<file path="config.mk">
export PLATFORM = sky130hd
export DESIGN_NAME = ecl_loader
export DESIGN_NICKNAME = d
export VERILOG_FILES = /design/src/core/ecl_pkg.sv /design/src/core/ecl_smb_master.sv /design/src/core/ecl_loader.sv
export SDC_FILE = /design/constraint.sdc
export NUM_CORES = 1
export LEC_CHECK = 0
export BUFFER_PORTS_ARGS = -buffer_cell sky130_fd_sc_hd__clkbuf_2
export CAP_MARGIN = 25
export CORE_MARGIN = 1
export CORE_UTILIZATION = 65
export CTS_CLUSTER_SIZE = 20
export DETAILED_ROUTE_END_ITERATION = 8
export PLACE_DENSITY = 0.9
export SYNTH_ARGS = -nofsm -noshare
export SYNTH_HDL_FRONTEND = slang
export SYNTH_SLANG_ARGS = --single-unit
</file>
<file path="constraint.sdc">
create_clock -name clk -period 24.8 [get_ports clk]
set_clock_uncertainty 0.05 [all_clocks]
set_input_delay 2.48 -clock clk [delete_from_list [all_inputs] [get_ports clk]]
set_output_delay 2.48 -clock clk [all_outputs]
set_load 0.01 [all_outputs]
</file>
<file path="src/core/ecl_pkg.sv">
package ecl_pkg;

	// Clock and serial bus rates
	localparam int CLK_MHZ = 200;
	localparam int SMB_KHZ = 100;
	// Core cycles per quarter of a serial bit, used as the prescaler reset value
	localparam logic [15:0] QUARTER_RST = 16'(CLK_MHZ * 1000 / (SMB_KHZ * 4));

	// Register offsets (byte addresses, one word each)
	localparam logic [7:0] OFS_SMB_CTRL = 8'h00;
	localparam logic [7:0] OFS_SMB_STAT = 8'h04;
	localparam logic [7:0] OFS_SW_CTRL = 8'h08;
	localparam logic [7:0] OFS_WIN_CTRL = 8'h0C;
	localparam logic [7:0] OFS_WIN_DATA = 8'h10;

	// Field positions
	localparam int CTRL_IGNORE_BIT = 0;
	localparam int CTRL_QUARTER_LSB = 16;
	localparam int STAT_FINISHED_BIT = 0;
	localparam int STAT_SUM_BIT = 1;
	localparam int STAT_NACK_BIT = 2;
	localparam int STAT_ARB_BIT = 3;
	localparam int STAT_COND_BIT = 4;
	localparam int STAT_UNMAPPED_BIT = 5;
	localparam int SW_HOLD_BIT = 0;
	localparam int WIN_ADDR_LSB = 0;
	localparam int WIN_WRITE_BIT = 16;
	localparam int WIN_BUSY_BIT = 30;
	localparam int WIN_DONE_BIT = 31;

	// Configuration block layout
	localparam int TYPE_LSB = 6;
	localparam logic [1:0] TYPE_SINGLE = 2'h0;
	localparam logic [1:0] TYPE_SEQ = 2'h1;
	localparam logic [1:0] TYPE_BAD = 2'h2;
	localparam logic [1:0] TYPE_DONE = 2'h3;
	localparam logic [7:0] SUM_GOOD = 8'hFF;
	localparam logic [15:0] ROM_LAST = 16'hFFFF;

	// Serial bus constants
	localparam logic [4:0] ARB_LIMIT = 5'h10;
	localparam logic [2:0] ROM_DEV_TOP = 3'h5;
	localparam logic [1:0] BOOT_WAIT = 2'h3;

	// Byte engine commands and states
	typedef enum logic [1:0] {CMD_START, CMD_WRITE, CMD_READ, CMD_STOP} ecl_cmd_t;
	typedef enum logic [1:0] {ES_IDLE, ES_START, ES_BIT, ES_STOP} ecl_eng_st_t;

	// Loader sequencing and block parsing states
	typedef enum logic [3:0] {LS_BOOT, LS_IDLE, LS_ASTART, LS_AHI, LS_ALO, LS_RSTART, LS_READ,
		LS_WDATA, LS_DRAIN, LS_STOP} ecl_ld_st_t;
	typedef enum logic [2:0] {PS_HDR0, PS_HDR1, PS_CNT0, PS_CNT1, PS_DATA} ecl_parse_t;

	// Request to the byte engine
	typedef struct packed {
		logic valid;
		ecl_cmd_t kind;
		logic [7:0] data;
		logic ack;
	} ecl_req_t;

	// Answer from the byte engine
	typedef struct packed {
		logic ready;
		logic done;
		logic [7:0] data;
		logic nack;
		logic arbLost;
		logic busErr;
	} ecl_rsp_t;

	// Configuration register write toward the switch core
	typedef struct packed {
		logic valid;
		logic [15:0] addr;
		logic [31:0] data;
	} ecl_cfg_wr_t;

endpackage

</file>
<file path="src/core/ecl_smb_master.sv">
`timescale 1ns/1ps
`default_nettype none

module ecl_smb_master (
	// Clock and reset
	input wire logic clk,
	input wire logic rst,
	// Command side
	input wire ecl_pkg::ecl_req_t req,
	input wire logic [15:0] quarterCyc,
	output ecl_pkg::ecl_rsp_t rsp,
	// Open-drain bus pins
	input wire logic sclIn,
	output logic sclOut,
	output logic sclOe,
	input wire logic sdaIn,
	output logic sdaOut,
	output logic sdaOe
);

	// Whole engine state
	typedef struct packed {
		ecl_pkg::ecl_eng_st_t st;
		logic [15:0] div;      // Quarter-bit divider
		logic [1:0] q;         // Quarter within a bit or condition
		logic [3:0] bitCnt;    // Bit within a nine-bit byte slot
		logic [8:0] shift;     // Bits still to put on the line
		logic isRead;          // Slot reads data from the far side
		logic sclS1;
		logic sclS2;
		logic sdaS1;
		logic sdaS2;
		logic sdaSmp;          // Data seen at the clock high edge
		logic sclOe;
		logic sdaOe;
		logic [7:0] rxByte;
		logic done;
		logic nack;
		logic arbLost;
		logic busErr;
	} ecl_eng_t;

	ecl_eng_t s;
	ecl_eng_t n;
	logic tick;
	logic adv;

	// Next-state logic
	always_comb begin
		n = s;
		adv = 1'b0;
		n.done = 1'b0;
		n.nack = 1'b0;
		n.arbLost = 1'b0;
		n.busErr = 1'b0;
		// Pin synchronisers
		n.sclS1 = sclIn;
		n.sclS2 = s.sclS1;
		n.sdaS1 = sdaIn;
		n.sdaS2 = s.sdaS1;
		tick = (s.div == 16'h0000);
		if (s.st != ecl_pkg::ES_IDLE) begin
			n.div = tick ? quarterCyc - 16'h0001 : s.div - 16'h0001;
		end
		unique case (s.st)
			ecl_pkg::ES_IDLE: begin
				// Accept one command
				if (req.valid) begin
					n.q = 2'h0;
					n.bitCnt = 4'h0;
					n.div = quarterCyc - 16'h0001;
					n.isRead = (req.kind == ecl_pkg::CMD_READ);
					n.shift = (req.kind == ecl_pkg::CMD_READ) ? {8'hFF, ~req.ack} : {req.data, 1'b1};
					unique case (req.kind)
						ecl_pkg::CMD_START: n.st = ecl_pkg::ES_START;
						ecl_pkg::CMD_STOP: n.st = ecl_pkg::ES_STOP;
						default: n.st = ecl_pkg::ES_BIT;
					endcase
				end
			end
			ecl_pkg::ES_START: begin
				// Start or repeated start, then the address byte
				if (tick) begin
					adv = 1'b1;
					unique case (s.q)
						2'h0: n.sdaOe = 1'b0;
						2'h1: n.sclOe = 1'b0;
						2'h2: begin
							if (!s.sclS2) begin
								adv = 1'b0;
							end else if (!s.sdaS2) begin
								// Another master holds data low
								n.arbLost = 1'b1;
							end else begin
								n.sdaOe = 1'b1;
							end
						end
						2'h3: begin
							n.sclOe = 1'b1;
							n.st = ecl_pkg::ES_BIT;
						end
					endcase
				end
			end
			ecl_pkg::ES_BIT: begin
				// One bit per four quarters
				if (tick) begin
					adv = 1'b1;
					unique case (s.q)
						2'h0: n.sdaOe = ~s.shift[8];
						2'h1: n.sclOe = 1'b0;
						2'h2: begin
							if (s.sclS2) begin
								n.sdaSmp = s.sdaS2;
							end else begin
								adv = 1'b0;
							end
						end
						2'h3: begin
							if (s.sdaS2 != s.sdaSmp) begin
								// Data moved while clock high: misplaced condition
								n.busErr = 1'b1;
							end else if (s.shift[8] && !s.sdaSmp &&
								(s.isRead ? (s.bitCnt == 4'h8) : (s.bitCnt != 4'h8))) begin
								// Released a one but saw a zero
								n.arbLost = 1'b1;
							end else begin
								n.sclOe = 1'b1;
								n.shift = {s.shift[7:0], 1'b0};
								if (s.bitCnt != 4'h8) begin
									n.rxByte = {s.rxByte[6:0], s.sdaSmp};
									n.bitCnt = s.bitCnt + 4'h1;
								end else begin
									// Acknowledge slot ends the byte; only a written byte can report a nack
									n.nack = ~s.isRead & s.sdaSmp;
									n.done = 1'b1;
									n.st = ecl_pkg::ES_IDLE;
								end
							end
						end
					endcase
				end
			end
			ecl_pkg::ES_STOP: begin
				// Stop condition
				if (tick) begin
					adv = 1'b1;
					unique case (s.q)
						2'h0: n.sdaOe = 1'b1;
						2'h1: n.sclOe = 1'b0;
						2'h2: adv = s.sclS2;
						2'h3: begin
							n.sdaOe = 1'b0;
							n.done = 1'b1;
							n.st = ecl_pkg::ES_IDLE;
						end
					endcase
				end
			end
		endcase
		if (adv) begin
			n.q = s.q + 2'h1;
		end
		// Arbitration loss or bus error releases the bus at once
		if (n.arbLost || n.busErr) begin
			n.sclOe = 1'b0;
			n.sdaOe = 1'b0;
			n.done = 1'b1;
			n.st = ecl_pkg::ES_IDLE;
		end
	end

	// State register
	always_ff @(posedge clk or posedge rst) begin
		if (rst) begin
			s <= '0;
		end else begin
			s <= n;
		end
	end

	// Outputs
	assign sclOut = 1'b0;
	assign sdaOut = 1'b0;
	assign sclOe = s.sclOe;
	assign sdaOe = s.sdaOe;
	assign rsp.ready = (s.st == ecl_pkg::ES_IDLE);
	assign rsp.done = s.done;
	assign rsp.data = s.rxByte;
	assign rsp.nack = s.nack;
	assign rsp.arbLost = s.arbLost;
	assign rsp.busErr = s.busErr;

endmodule

`default_nettype wire

</file>
<file path="src/core/ecl_loader.sv">
`timescale 1ns/1ps
`default_nettype none

module ecl_loader (
	// Clock and reset
	input wire logic clk,
	input wire logic rst,
	// Register port
	input wire logic [7:0] regAddr,
	input wire logic [31:0] regWdata,
	input wire logic regWr,
	input wire logic regRd,
	output logic [31:0] regRdata,
	// Straps
	input wire logic eepromLoadSel,
	input wire logic [3:0] romAddrPins,
	// Serial bus pins
	input wire logic sclIn,
	output logic sclOut,
	output logic sclOe,
	input wire logic sdaIn,
	output logic sdaOut,
	output logic sdaOe,
	// Configuration writes
	output ecl_pkg::ecl_cfg_wr_t cfgWr,
	input wire logic cfgMapped,
	// Status
	output logic holdInReset,
	output logic loadFinished
);

	// Whole loader state
	typedef struct packed {
		ecl_pkg::ecl_ld_st_t st;
		ecl_pkg::ecl_parse_t pst;
		logic waiting;           // Command issued, answer pending
		logic host;              // Current transfer belongs to the host window
		logic failed;            // Transfer ends in error
		logic aborted;           // Load aborted, no more writes
		logic [1:0] boot;
		logic selS1;
		logic selS2;
		logic [3:0] devS1;
		logic [3:0] devS2;
		logic [15:0] romAddr;    // Next byte to read
		logic [7:0] sum;
		logic [4:0] arbCnt;
		logic [13:0] dwAddr;
		logic [15:0] dwCnt;
		logic [31:0] dword;
		logic [1:0] bIdx;
		logic emit;
		logic [15:0] emitAddr;
		logic [31:0] emitData;
		logic ignoreSum;
		logic [15:0] quarter;
		logic finished;
		logic sumErr;
		logic nackErr;
		logic arbErr;
		logic condErr;
		logic unmapped;
		logic hold;
		logic [15:0] winAddr;
		logic winWrite;
		logic winBusy;
		logic winDone;
		logic [7:0] winData;
		logic [31:0] rdata;
	} ecl_ld_t;

	ecl_ld_t s;
	ecl_ld_t n;
	ecl_pkg::ecl_req_t req;
	ecl_pkg::ecl_rsp_t rsp;
	logic [6:0] devAddr;
	logic [7:0] newSum;
	logic [1:0] blkType;
	logic issue;
	logic abortNow;
	logic finishNow;

	// Byte engine on the serial bus
	ecl_smb_master uEngine (
		.clk(clk),
		.rst(rst),
		.req(req),
		.quarterCyc(s.quarter),
		.rsp(rsp),
		.sclIn(sclIn),
		.sclOut(sclOut),
		.sclOe(sclOe),
		.sdaIn(sdaIn),
		.sdaOut(sdaOut),
		.sdaOe(sdaOe)
	);

	// Next-state logic
	always_comb begin
		n = s;
		req = '0;
		abortNow = 1'b0;
		finishNow = 1'b0;
		n.emit = 1'b0;
		n.rdata = '0;
		// Strap synchronisers
		n.selS1 = eepromLoadSel;
		n.selS2 = s.selS1;
		n.devS1 = romAddrPins;
		n.devS2 = s.devS1;
		devAddr = {ecl_pkg::ROM_DEV_TOP, s.devS2};
		newSum = 8'(s.sum + rsp.data);
		blkType = rsp.data[ecl_pkg::TYPE_LSB +: 2];

		// Register writes; clears come first so hardware sets below win
		if (regWr) begin
			case (regAddr)
				ecl_pkg::OFS_SMB_CTRL: begin
					n.ignoreSum = regWdata[ecl_pkg::CTRL_IGNORE_BIT];
					n.quarter = regWdata[ecl_pkg::CTRL_QUARTER_LSB +: 16];
				end
				ecl_pkg::OFS_SMB_STAT: begin
					// Write one to clear
					n.sumErr = s.sumErr & ~regWdata[ecl_pkg::STAT_SUM_BIT];
					n.nackErr = s.nackErr & ~regWdata[ecl_pkg::STAT_NACK_BIT];
					n.arbErr = s.arbErr & ~regWdata[ecl_pkg::STAT_ARB_BIT];
					n.condErr = s.condErr & ~regWdata[ecl_pkg::STAT_COND_BIT];
					n.unmapped = s.unmapped & ~regWdata[ecl_pkg::STAT_UNMAPPED_BIT];
				end
				ecl_pkg::OFS_SW_CTRL: n.hold = regWdata[ecl_pkg::SW_HOLD_BIT];
				ecl_pkg::OFS_WIN_CTRL: begin
					if (!s.winBusy) begin
						n.winAddr = regWdata[ecl_pkg::WIN_ADDR_LSB +: 16];
						n.winWrite = regWdata[ecl_pkg::WIN_WRITE_BIT];
					end
					n.winDone = s.winDone & ~regWdata[ecl_pkg::WIN_DONE_BIT];
				end
				ecl_pkg::OFS_WIN_DATA: begin
					// Writing data starts the access; ignored while busy
					if (!s.winBusy) begin
						n.winData = regWdata[7:0];
						n.winBusy = 1'b1;
						n.winDone = 1'b0;
					end
				end
				default: ;
			endcase
		end

		// Register reads, answered next cycle
		if (regRd) begin
			case (regAddr)
				ecl_pkg::OFS_SMB_CTRL: begin
					n.rdata[ecl_pkg::CTRL_IGNORE_BIT] = s.ignoreSum;
					n.rdata[ecl_pkg::CTRL_QUARTER_LSB +: 16] = s.quarter;
				end
				ecl_pkg::OFS_SMB_STAT: begin
					n.rdata[ecl_pkg::STAT_FINISHED_BIT] = s.finished;
					n.rdata[ecl_pkg::STAT_SUM_BIT] = s.sumErr;
					n.rdata[ecl_pkg::STAT_NACK_BIT] = s.nackErr;
					n.rdata[ecl_pkg::STAT_ARB_BIT] = s.arbErr;
					n.rdata[ecl_pkg::STAT_COND_BIT] = s.condErr;
					n.rdata[ecl_pkg::STAT_UNMAPPED_BIT] = s.unmapped;
				end
				ecl_pkg::OFS_SW_CTRL: n.rdata[ecl_pkg::SW_HOLD_BIT] = s.hold;
				ecl_pkg::OFS_WIN_CTRL: begin
					n.rdata[ecl_pkg::WIN_ADDR_LSB +: 16] = s.winAddr;
					n.rdata[ecl_pkg::WIN_WRITE_BIT] = s.winWrite;
					n.rdata[ecl_pkg::WIN_BUSY_BIT] = s.winBusy;
					n.rdata[ecl_pkg::WIN_DONE_BIT] = s.winDone;
				end
				ecl_pkg::OFS_WIN_DATA: n.rdata[7:0] = s.winData;
				default: n.rdata = '0;
			endcase
		end

		// Dropped write to an undecoded register
		if (s.emit && !cfgMapped && !s.aborted) begin
			n.unmapped = 1'b1;
		end

		// Command for the current state
		issue = 1'b1;
		req.ack = 1'b0;
		req.data = 8'h00;
		unique case (s.st)
			ecl_pkg::LS_ASTART: begin
				req.kind = ecl_pkg::CMD_START;
				req.data = {devAddr, 1'b0};
			end
			ecl_pkg::LS_AHI: begin
				req.kind = ecl_pkg::CMD_WRITE;
				req.data = s.romAddr[15:8];
			end
			ecl_pkg::LS_ALO: begin
				req.kind = ecl_pkg::CMD_WRITE;
				req.data = s.romAddr[7:0];
			end
			ecl_pkg::LS_RSTART: begin
				req.kind = ecl_pkg::CMD_START;
				req.data = {devAddr, 1'b1};
			end
			ecl_pkg::LS_READ: begin
				// Loader streams with acknowledge, host takes one byte
				req.kind = ecl_pkg::CMD_READ;
				req.ack = ~s.host;
			end
			ecl_pkg::LS_WDATA: begin
				req.kind = ecl_pkg::CMD_WRITE;
				req.data = s.winData;
			end
			ecl_pkg::LS_DRAIN: req.kind = ecl_pkg::CMD_READ;
			ecl_pkg::LS_STOP: req.kind = ecl_pkg::CMD_STOP;
			default: begin
				req.kind = ecl_pkg::CMD_STOP;
				issue = 1'b0;
			end
		endcase
		req.valid = issue & ~s.waiting & rsp.ready;
		if (req.valid) begin
			n.waiting = 1'b1;
		end

		// Sequencing
		unique case (s.st)
			ecl_pkg::LS_BOOT: begin
				// Let the strap synchronisers settle, then decide
				n.boot = s.boot + 2'h1;
				if (s.boot == ecl_pkg::BOOT_WAIT) begin
					n.st = s.selS2 ? ecl_pkg::LS_ASTART : ecl_pkg::LS_IDLE;
				end
			end
			ecl_pkg::LS_IDLE: begin
				// Host window access once loading is over
				if (s.winBusy) begin
					n.host = 1'b1;
					n.failed = 1'b0;
					n.romAddr = s.winAddr;
					n.arbCnt = 5'h00;
					n.st = ecl_pkg::LS_ASTART;
				end
			end
			default: begin
				if (s.waiting && rsp.done) begin
					n.waiting = 1'b0;
					if (rsp.arbLost) begin
						// Count straight losses, retry from current address
						if (s.arbCnt == ecl_pkg::ARB_LIMIT - 5'h01) begin
							n.arbErr = 1'b1;
							abortNow = 1'b1;
						end else begin
							n.arbCnt = s.arbCnt + 5'h01;
							n.st = ecl_pkg::LS_ASTART;
						end
					end else if (rsp.busErr) begin
						// Bus already released by the engine
						n.condErr = 1'b1;
						abortNow = 1'b1;
					end else if (rsp.nack) begin
						// Close the bus with a stop, then end
						n.nackErr = 1'b1;
						n.failed = 1'b1;
						n.st = ecl_pkg::LS_STOP;
					end else begin
						n.arbCnt = 5'h00;
						unique case (s.st)
							ecl_pkg::LS_ASTART: n.st = ecl_pkg::LS_AHI;
							ecl_pkg::LS_AHI: n.st = ecl_pkg::LS_ALO;
							ecl_pkg::LS_ALO: n.st = (s.host && s.winWrite) ? ecl_pkg::LS_WDATA : ecl_pkg::LS_RSTART;
							ecl_pkg::LS_RSTART: n.st = ecl_pkg::LS_READ;
							ecl_pkg::LS_WDATA: n.st = ecl_pkg::LS_STOP;
							ecl_pkg::LS_DRAIN: n.st = ecl_pkg::LS_STOP;
							ecl_pkg::LS_STOP: finishNow = 1'b1;
							default: begin
								if (s.host) begin
									// Host byte captured
									n.winData = rsp.data;
									n.st = ecl_pkg::LS_STOP;
								end else begin
									// Running sum over every byte
									n.sum = newSum;
									n.romAddr = s.romAddr + 16'h0001;
									unique case (s.pst)
										ecl_pkg::PS_HDR0: begin
											n.dwAddr[7:0] = rsp.data;
											n.pst = ecl_pkg::PS_HDR1;
										end
										ecl_pkg::PS_HDR1: begin
											n.dwAddr[13:8] = rsp.data[ecl_pkg::TYPE_LSB - 1:0];
											n.bIdx = 2'h0;
											// Block type decode
											if (blkType == ecl_pkg::TYPE_SINGLE) begin
												n.dwCnt = 16'h0001;
												n.pst = ecl_pkg::PS_DATA;
											end else if (blkType == ecl_pkg::TYPE_SEQ) begin
												n.pst = ecl_pkg::PS_CNT0;
											end else if (blkType == ecl_pkg::TYPE_BAD) begin
												// Undefined type
												n.sumErr = 1'b1;
												n.failed = 1'b1;
											end else begin
												// Done block: test the total
												if (newSum != ecl_pkg::SUM_GOOD && !s.ignoreSum) begin
													n.sumErr = 1'b1;
													n.failed = 1'b1;
												end
												n.st = ecl_pkg::LS_DRAIN;
											end
										end
										ecl_pkg::PS_CNT0: begin
											n.dwCnt[7:0] = rsp.data;
											n.pst = ecl_pkg::PS_CNT1;
										end
										ecl_pkg::PS_CNT1: begin
											n.dwCnt[15:8] = rsp.data;
											n.pst = ({rsp.data, s.dwCnt[7:0]} == 16'h0000) ? ecl_pkg::PS_HDR0
												: ecl_pkg::PS_DATA;
										end
										ecl_pkg::PS_DATA: begin
											// Little-endian dword assembly
											n.dword = {rsp.data, s.dword[31:8]};
											n.bIdx = s.bIdx + 2'h1;
											if (s.bIdx == 2'h3) begin
												n.emit = 1'b1;
												n.emitAddr = {s.dwAddr, 2'b00};
												n.emitData = {rsp.data, s.dword[31:8]};
												n.dwAddr = s.dwAddr + 14'h0001;
												n.dwCnt = s.dwCnt - 16'h0001;
												if (s.dwCnt == 16'h0001) begin
													n.pst = ecl_pkg::PS_HDR0;
												end
											end
										end
									endcase
									// Stop on error or at wrap
									if (n.failed || s.romAddr == ecl_pkg::ROM_LAST) begin
										n.emit = n.emit & ~n.failed;
										n.st = ecl_pkg::LS_DRAIN;
									end
								end
							end
						endcase
					end
				end
			end
		endcase

		// Abort paths that skip the stop condition
		if (abortNow) begin
			n.failed = 1'b1;
			finishNow = 1'b1;
		end
		// Load error holds the switch in reset; hold is set again every cycle until a host window access clears the failed flag
		if (n.failed && !s.host) begin
			n.hold = 1'b1;
			n.aborted = 1'b1;
		end
		// End of a transfer
		if (finishNow) begin
			n.st = ecl_pkg::LS_IDLE;
			if (s.host) begin
				// Host access complete
				n.winBusy = 1'b0;
				n.winDone = 1'b1;
			end else begin
				// Finished on success and on error
				n.finished = 1'b1;
			end
		end
	end

	// State register
	always_ff @(posedge clk or posedge rst) begin
		if (rst) begin
			s <= '0;
			s.quarter <= ecl_pkg::QUARTER_RST;
		end else begin
			s <= n;
		end
	end

	// Outputs
	assign regRdata = s.rdata;
	assign cfgWr.valid = s.emit & cfgMapped & ~s.aborted;
	assign cfgWr.addr = s.emitAddr;
	assign cfgWr.data = s.emitData;
	assign holdInReset = s.hold;
	assign loadFinished = s.finished;

endmodule

`default_nettype wire

</file>
==> flow_metrics.py, run 1 <==
metrics = {
    "logic_synthesis": {
        "synthSimpleGateAreaFrac_pct": 15.5,
        "synthFlopType": "dfrtp_1",
        "ys_types": 87,
        "synth_top_family_by_area": "simple AND/OR/NAND/NOR gates",
        "synth_xor_area_share_pct": 1.38,
        "ys_async_sr_fraction_pct": 100,
        "synthesis.area_mm2": 0.0152,
        "yosys_warnings": 0,
        "synth_edf_count": 0,
        "syn_area_per_cell_um2": 10.0,
        "synth_adder_area_share_pct": 2.60,
        "synth-seq-area-share_pct": 47.9,
        "synth_compound_area_share_pct": 15.1,
        "synth_seq_cells": 291,
        "synthCells": 1516,
        "synthMuxAreaShare_pct": 10.1,
    },
    "worst_setup_path": {
        "crit_slowest_cell": "and3_1",
        "critPathArrivalTime_ns": 2.85,
        "crit_chain": "clkbuf_2 -> and3_1 -> clkbuf_2",
        "crit_type": "input pin to output port",
        "end_kind": "output port",
        "path_common_cell": "clkbuf_2",
        "critPathMaxStageDelay_ns": 0.16,
        "crit_family": "buffers and inverters",
        "crit_fanout": 2,
        "worstSetupStartpointType": "input pin",
        "required_ns": 22.27,
        "path_buf_inv": 2,
    },
    "timing": {
        "setup_viol": 0,
        "hold_ws_ns": 0.297,
        "slew_violations": 0,
        "finalCritPeriodShare_pct": 21.7,
        "hold_viol": 0,
        "worstMarginPinSlew_ns": 1.03,
        "fmaxAchievable_mhz": 186,
        "tns_ns": 0,
        "post-route-min-period_ns": 5.38,
        "slew_headroom_pct": 30.5,
        "rsz0062_at_grt": "false",
    },
    "drt": {
        "post_drt_wl_per_cell_um": 20.6,
        "drc_errors": 0,
        "antenna_left": 0,
        "wirelength_mm": 38.5,
        "vias": 12400,
        "viasPerCell": 6.61,
        "first_pass_iters": 6,
        "drtIter0Drc": 1446,
    },
    "pwr": {
        "p_comb_share_pct": 18.9,
        "power_density_mw_per_mm2": 74.1,
        "sw_frac_of_total_pct": 30.5,
        "pwr-share-seq_pct": 44.6,
        "p_leak_uw": 0.00773,
        "power_uw": 1220,
        "internal_power_uw": 850,
        "p_switching_uw": 373,
        "clkPwrFrac_pct": 36.5,
        "ir_worst_vdd_mv": 0.0536,
    },
    "min_path": {
        "hp-class": "flip-flop to flip-flop",
    },
    "clocking": {
        "clockRootBuffer": "clkbuf_16",
        "numCtsBuffers": 29,
        "postCtsHoldBufs": 0,
        "clock_sinks": 291,
        "ctsHtreeMaxLevel": 1,
        "clk_latency_ns": 0.55,
        "max-clock-path-buffers": 3,
        "cts_setup_buffers": 0,
        "clk_pin_slew_worst_paths_ns": 0.06,
        "cts_tree": "yes",
        "post_cts_resized": 0,
    },
    "run": {
        "drv_cap": 0,
    },
    "floorplan": {
        "fp-row-count": 55,
        "die_w_um": 155,
        "start_util_pct": 66.8,
        "core-area_mm2": 0.0228,
        "dieHeight_um": 155,
        "io_pins": 139,
        "dieArea_mm2": 0.0240,
    },
    "global_routing": {
        "met2_usage_pct": 52.9,
        "grt_max_degree": 128,
        "grt_pass1_vias": 12000,
        "use_met1_pct": 42.5,
        "grt_antenna_before_repair": 1,
        "grt-ovfl-total": 0,
        "grt_busiest_layer": "met2",
        "grt_use_met3_pct": 5.96,
        "track_usage_pct": 32.0,
        "grt_pass1_wl_mm": 61.6,
    },
    "layout": {
        "drive_gt1_share_pct": 22.3,
        "n_antenna_cell": 0,
        "final.fill_count": 1521,
        "utilization_pct": 72.4,
        "area_delta_synth_final_pct": 8.52,
        "nNetsFinal": 1619,
    },
    "placement": {
        "portBuffers": 134,
        "dp_hpwl_mm": 25.4,
        "place.gp.congestion": 0.951,
    },
    "status": {
        "run_status": "complete, no violations",
    },
}
[layout by cell type, fill, tap and decap left out, drive strengths merged, types with 46 or more instances in the layout]
cell | Yosys | layout
clkbuf | 64 | 172
nor3 | 46 | 46
nand3 | 49 | 49
dfrtp | 285 | 285
o21ai | 110 | 110
a21oi | 95 | 95
nor2 | 102 | 102
nand2 | 117 | 117
mux2 | 116 | 116
inv | 51 | 52
[final cells by class]
class,count,area [um2],share of cell area (%)
flip-flops and latches,291,7290,44.2
multi-input cells,1015,6820,41.3
repair buffers,147,826,5.00
clock buffers,36,792,4.80
well taps,313,392,2.37
inverters,52,203,1.23
clock inverters,18,179,1.08
[cells by family after synthesis]
logic type               count (synthesis)
AO/OA/AOI/OAI                          361
XOR/XNOR                                24
adder cells (fa/ha/maj)                 31
buffers and inverters                  213
flip-flops                             291
multiplexers                           138
other                                    1
AND/OR/NAND/NOR                        457
[worst paths after layout]
path                       depth (start not counted)  slack, ns                     from                       to
setup / recovery                                   3      19.42                cfgMapped                cfgWr[48]
hold / removal                                     0       0.30  uEngine.n[15]$_DFF_PP0_  uEngine.s[15]$_DFF_PP0_
setup reg to reg                                   6      20.88       s[247]$_DFFE_PP0P_       s[221]$_DFFE_PP0P_
hold reg to reg                                    0       0.30  uEngine.n[15]$_DFF_PP0_  uEngine.s[15]$_DFF_PP0_
max in group asynchronous                          6      20.82                      rst       s[215]$_DFFE_PP0P_
min in group asynchronous                          2       2.06                      rst     cfgWr[3]$_DFFE_PP0P_
[flip-flops by register name, summed over array words and instances, names as in the netlist]
register,cells
cfgWr,46
devAddr,4
holdInReset,1
loadFinished,1
n,5
regRdata,32
s,149
uEngine.n,2
uEngine.rsp,12
uEngine.s,37
uEngine.sclOe,1
uEngine.sdaOe,1
[cell usage after synthesis (8+ instances only)]
master | n | area [um2]
dfrtp_1 | 285 | 7130
nand2_1 | 117 | 439
mux2_2 | 112 | 1260
o21ai_0 | 109 | 546
nor2_1 | 101 | 379
a21oi_1 | 95 | 475
buf_4 | 82 | 616
clkbuf_1 | 64 | 240
inv_1 | 51 | 191
nand3_1 | 49 | 245
nor3_1 | 43 | 215
ha_1 | 30 | 375
nor2b_1 | 22 | 138
and3_1 | 21 | 131
mux2i_1 | 21 | 210
and2_1 | 18 | 113
a221oi_1 | 15 | 131
a22oi_1 | 15 | 113
xnor2_1 | 14 | 123
a31oi_1 | 12 | 75.1
nor4_1 | 12 | 75.1
o22ai_1 | 12 | 75.1
buf_1 | 11 | 41.3
a211oi_1 | 10 | 75.1
a32oi_1 | 10 | 87.6
xor2_1 | 10 | 87.6
a22o_1 | 9 | 78.8
nand3b_1 | 9 | 67.6
nand4_1 | 8 | 50.1
[routing by layer]
metal	wire length, um	share of wire (%)
met5	0	0
met1	15200	39
met2	18200	47
met4	1400	3.6
met3	3700	9.6
[per-stage QoR]
step	setup WS, ns	std cells	area (um2)
final	19.42	1872	16500
after global routing	19.40	1872	16500
after CTS	19.42	1867	16400
after detailed placement	19.14	1813	15400
after global placement	19.27	1812	15400
after floorplan	14.25	1519	15200
[power by group through the flow]
stage | sequential [uW] | clock (uW) | combinational [uW]
2_1_floorplan | 532 | 0 | 184
3_3_place_gp | 548 | 0 | 213
3_5_place_dp | 551 | 0 | 223
4_1_cts | 543 | 450 | 226
5_1_grt | 549 | 469 | 255
6_report | 545 | 446 | 231
(Power assumes the default switching activity.)
==> run 2, diff against run 1 <==
--- a/config.mk
+++ b/config.mk
@@ -8,10 +8,10 @@
 export BUFFER_PORTS_ARGS = -buffer_cell sky130_fd_sc_hd__clkbuf_2
 export CAP_MARGIN = 25
 export CORE_MARGIN = 1
-export CORE_UTILIZATION = 65
+export CORE_UTILIZATION = 60
 export CTS_CLUSTER_SIZE = 20
 export DETAILED_ROUTE_END_ITERATION = 8
-export PLACE_DENSITY = 0.9
+export PLACE_DENSITY = 0.84
 export SYNTH_ARGS = -nofsm -noshare
 export SYNTH_HDL_FRONTEND = slang
 export SYNTH_SLANG_ARGS = --single-unit
==> constraint.sdc (replaced) <==
create_clock -name clk -period 5.6 [get_ports clk]
set_clock_uncertainty 0.05 [all_clocks]
set_input_delay 0.56 -clock clk [delete_from_list [all_inputs] [get_ports clk]]
set_output_delay 0.56 -clock clk [all_outputs]
set_load 0.01 [all_outputs]
==> flow_metrics.py, run 2 (synthesis gave the netlist of run 1 again) <==
metrics = {
    "status": {
        "run_status": "complete, no violations",
    },
    "floorplan": {
        "core-area_mm2": 0.0246,
        "dieHeight_um": 161,
        "die_w_um": 161,
        "io_pins": 139,
        "start_util_pct": 61.8,
        "dieArea_mm2": 0.0260,
        "fp-row-count": 57,
    },
    "clocking": {
        "numCtsBuffers": 31,
        "clk_latency_ns": 0.57,
        "postCtsHoldBufs": 0,
        "cts_setup_buffers": 0,
        "clk_pin_slew_worst_paths_ns": 0.06,
        "max-clock-path-buffers": 3,
        "clockRootBuffer": "clkbuf_16",
        "post_cts_resized": 0,
        "clock_sinks": 291,
        "cts_tree": "yes",
        "ctsHtreeMaxLevel": 1,
    },
    "worst_setup_path": {
        "r2r_end": "s[218]$_DFFE_PP0P_",
        "worstSetupStartpointType": "flip-flop",
        "crit_type": "flip-flop to flip-flop",
        "required_ns": 5.96,
        "r2r-start": "s[247]$_DFFE_PP0P_",
        "worstRegToRegCells": 6,
        "path_common_cell": "o21ai_0",
        "crit_fanout": 31,
        "critPathMaxStageDelay_ns": 0.77,
        "end_kind": "flip-flop",
        "crit_slowest_cell": "dfrtp_1",
        "r2r_setup_slack_ns": 1.96,
        "critPathArrivalTime_ns": 3.99,
        "crit_chain": "o21ai_0 -> a31oi_1 -> nand3_1 -> a21o_1 -> o21ai_0 -> o21ai_0",
    },
    "timing": {
        "slew_headroom_pct": 32.5,
        "finalCritPeriodShare_pct": 64.9,
        "setup_viol": 0,
        "hold_viol": 0,
        "fmaxAchievable_mhz": 275,
        "worstMarginPinSlew_ns": 0.996,
        "post-route-min-period_ns": 3.64,
        "tns_ns": 0,
        "rsz0062_at_grt": "false",
        "slew_violations": 0,
    },
    "layout": {
        "final.fill_count": 1828,
        "nNetsFinal": 1619,
        "area_delta_synth_final_pct": 9.35,
        "drive_gt1_share_pct": 22.1,
        "top_register": "s",
        "multi_input_area_mm2": 0.00682,
        "regArea_mm2": 0.00729,
        "layout_common_cells": "dfrtp_1 (285), clkbuf_2 (134), nand2_1 (117), mux2_2 (112), o21ai_0 (109)",
        "final_common_cell": "dfrtp_1",
        "largest_reg_flops": 149,
        "instances_no_fill": 1886,
    },
    "drt": {
        "antenna_left": 0,
        "viasPerCell": 6.30,
        "drtIter0Drc": 1137,
        "wirelength_mm": 36.3,
        "post_drt_wl_per_cell_um": 19.2,
        "vias": 11900,
        "first_pass_iters": 6,
        "drc_errors": 0,
    },
    "global_routing": {
        "grt_max_degree": 160,
        "track_usage_pct": 27.8,
        "grt-ovfl-total": 0,
        "grt_pass1_wl_mm": 58.5,
        "grt_pass1_vias": 11300,
        "grt_antenna_before_repair": 1,
    },
    "min_path": {
        "min_to": "n[227]$_DFF_PP0_",
        "min_from": "romAddrPins[2]",
        "hp-class": "input pin to flip-flop",
        "min_path_cells": 1,
    },
    "placement": {
        "dp_hpwl_mm": 24.3,
        "place.gp.congestion": 0.922,
        "portBuffers": 134,
        "place_inst": 1826,
    },
    "run": {
        "drv_cap": 0,
    },
    "pwr": {
        "p_leak_uw": 0.00776,
        "power_density_mw_per_mm2": 342,
        "power_uw": 5690,
        "ir_worst_vdd_mv": 0.239,
    },
}
[run 2: power breakdown]
part	total (uW)	internal (uW)	switching, uW	leakage [uW]
combinational	1020	387	634	0.00334
clock	2260	1410	852	0.000553
sequential	2410	2240	173	0.00386
[run 2: final cells by class]
type,instances,share of cell area [%]
diodes,1,0.0151
clock buffers,44,5.26
clock inverters,14,1.55
inverters,52,1.20
multi-input cells,1015,41.0
flip-flops and latches,291,43.8
well taps,324,2.44
repair buffers,145,4.68
[run 2: critical path: cells and delay by family, from the launching register on]
family | cells | cell delay, ns
and+or+nand+nor | 1 | 0.67
DFF | 1 | 0.77
AOI/OAI and AO/OA | 5 | 1.99
[run 2: how the worst max path moves through the flow]
stage | startpoint | endpoint | cells past startpoint
detailed placement | s[247]$_DFFE_PP0P_ | s[191]$_DFFE_PP0P_ | 6
CTS | s[247]$_DFFE_PP0P_ | s[191]$_DFFE_PP0P_ | 6
finish | s[247]$_DFFE_PP0P_ | s[218]$_DFFE_PP0P_ | 6
global route | s[247]$_DFFE_PP0P_ | s[221]$_DFFE_PP0P_ | 6
global placement | s[247]$_DFFE_PP0P_ | s[191]$_DFFE_PP0P_ | 6
floorplan | rst | cfgWr[0]$_DFFE_PP0P_ | 1
[run 2: routing by layer]
metal / track usage [%] / wire (um) / part of all wire (%)
met1: 38.6 / 15400 / 42
met2: 44.3 / 16900 / 47
met3: 4.83 / 2880 / 7.9
met4: 9.69 / 1090 / 3.0
met5: 0 / 0 / 0
[run 2: through the flow]
step	hold slack (ns)	instance area [um2]	utilization (%)	setup slack, ns
2_1_floorplan	0.281	15200	-	1.13
3_3_place_gp	0.284	15500	62.9	2.03
3_5_place_dp	0.286	15500	62.9	1.83
4_1_cts	0.0455	16600	67.5	1.87
5_1_grt	0.0535	16600	67.6	1.65
6_report	0.0551	16600	67.6	1.96
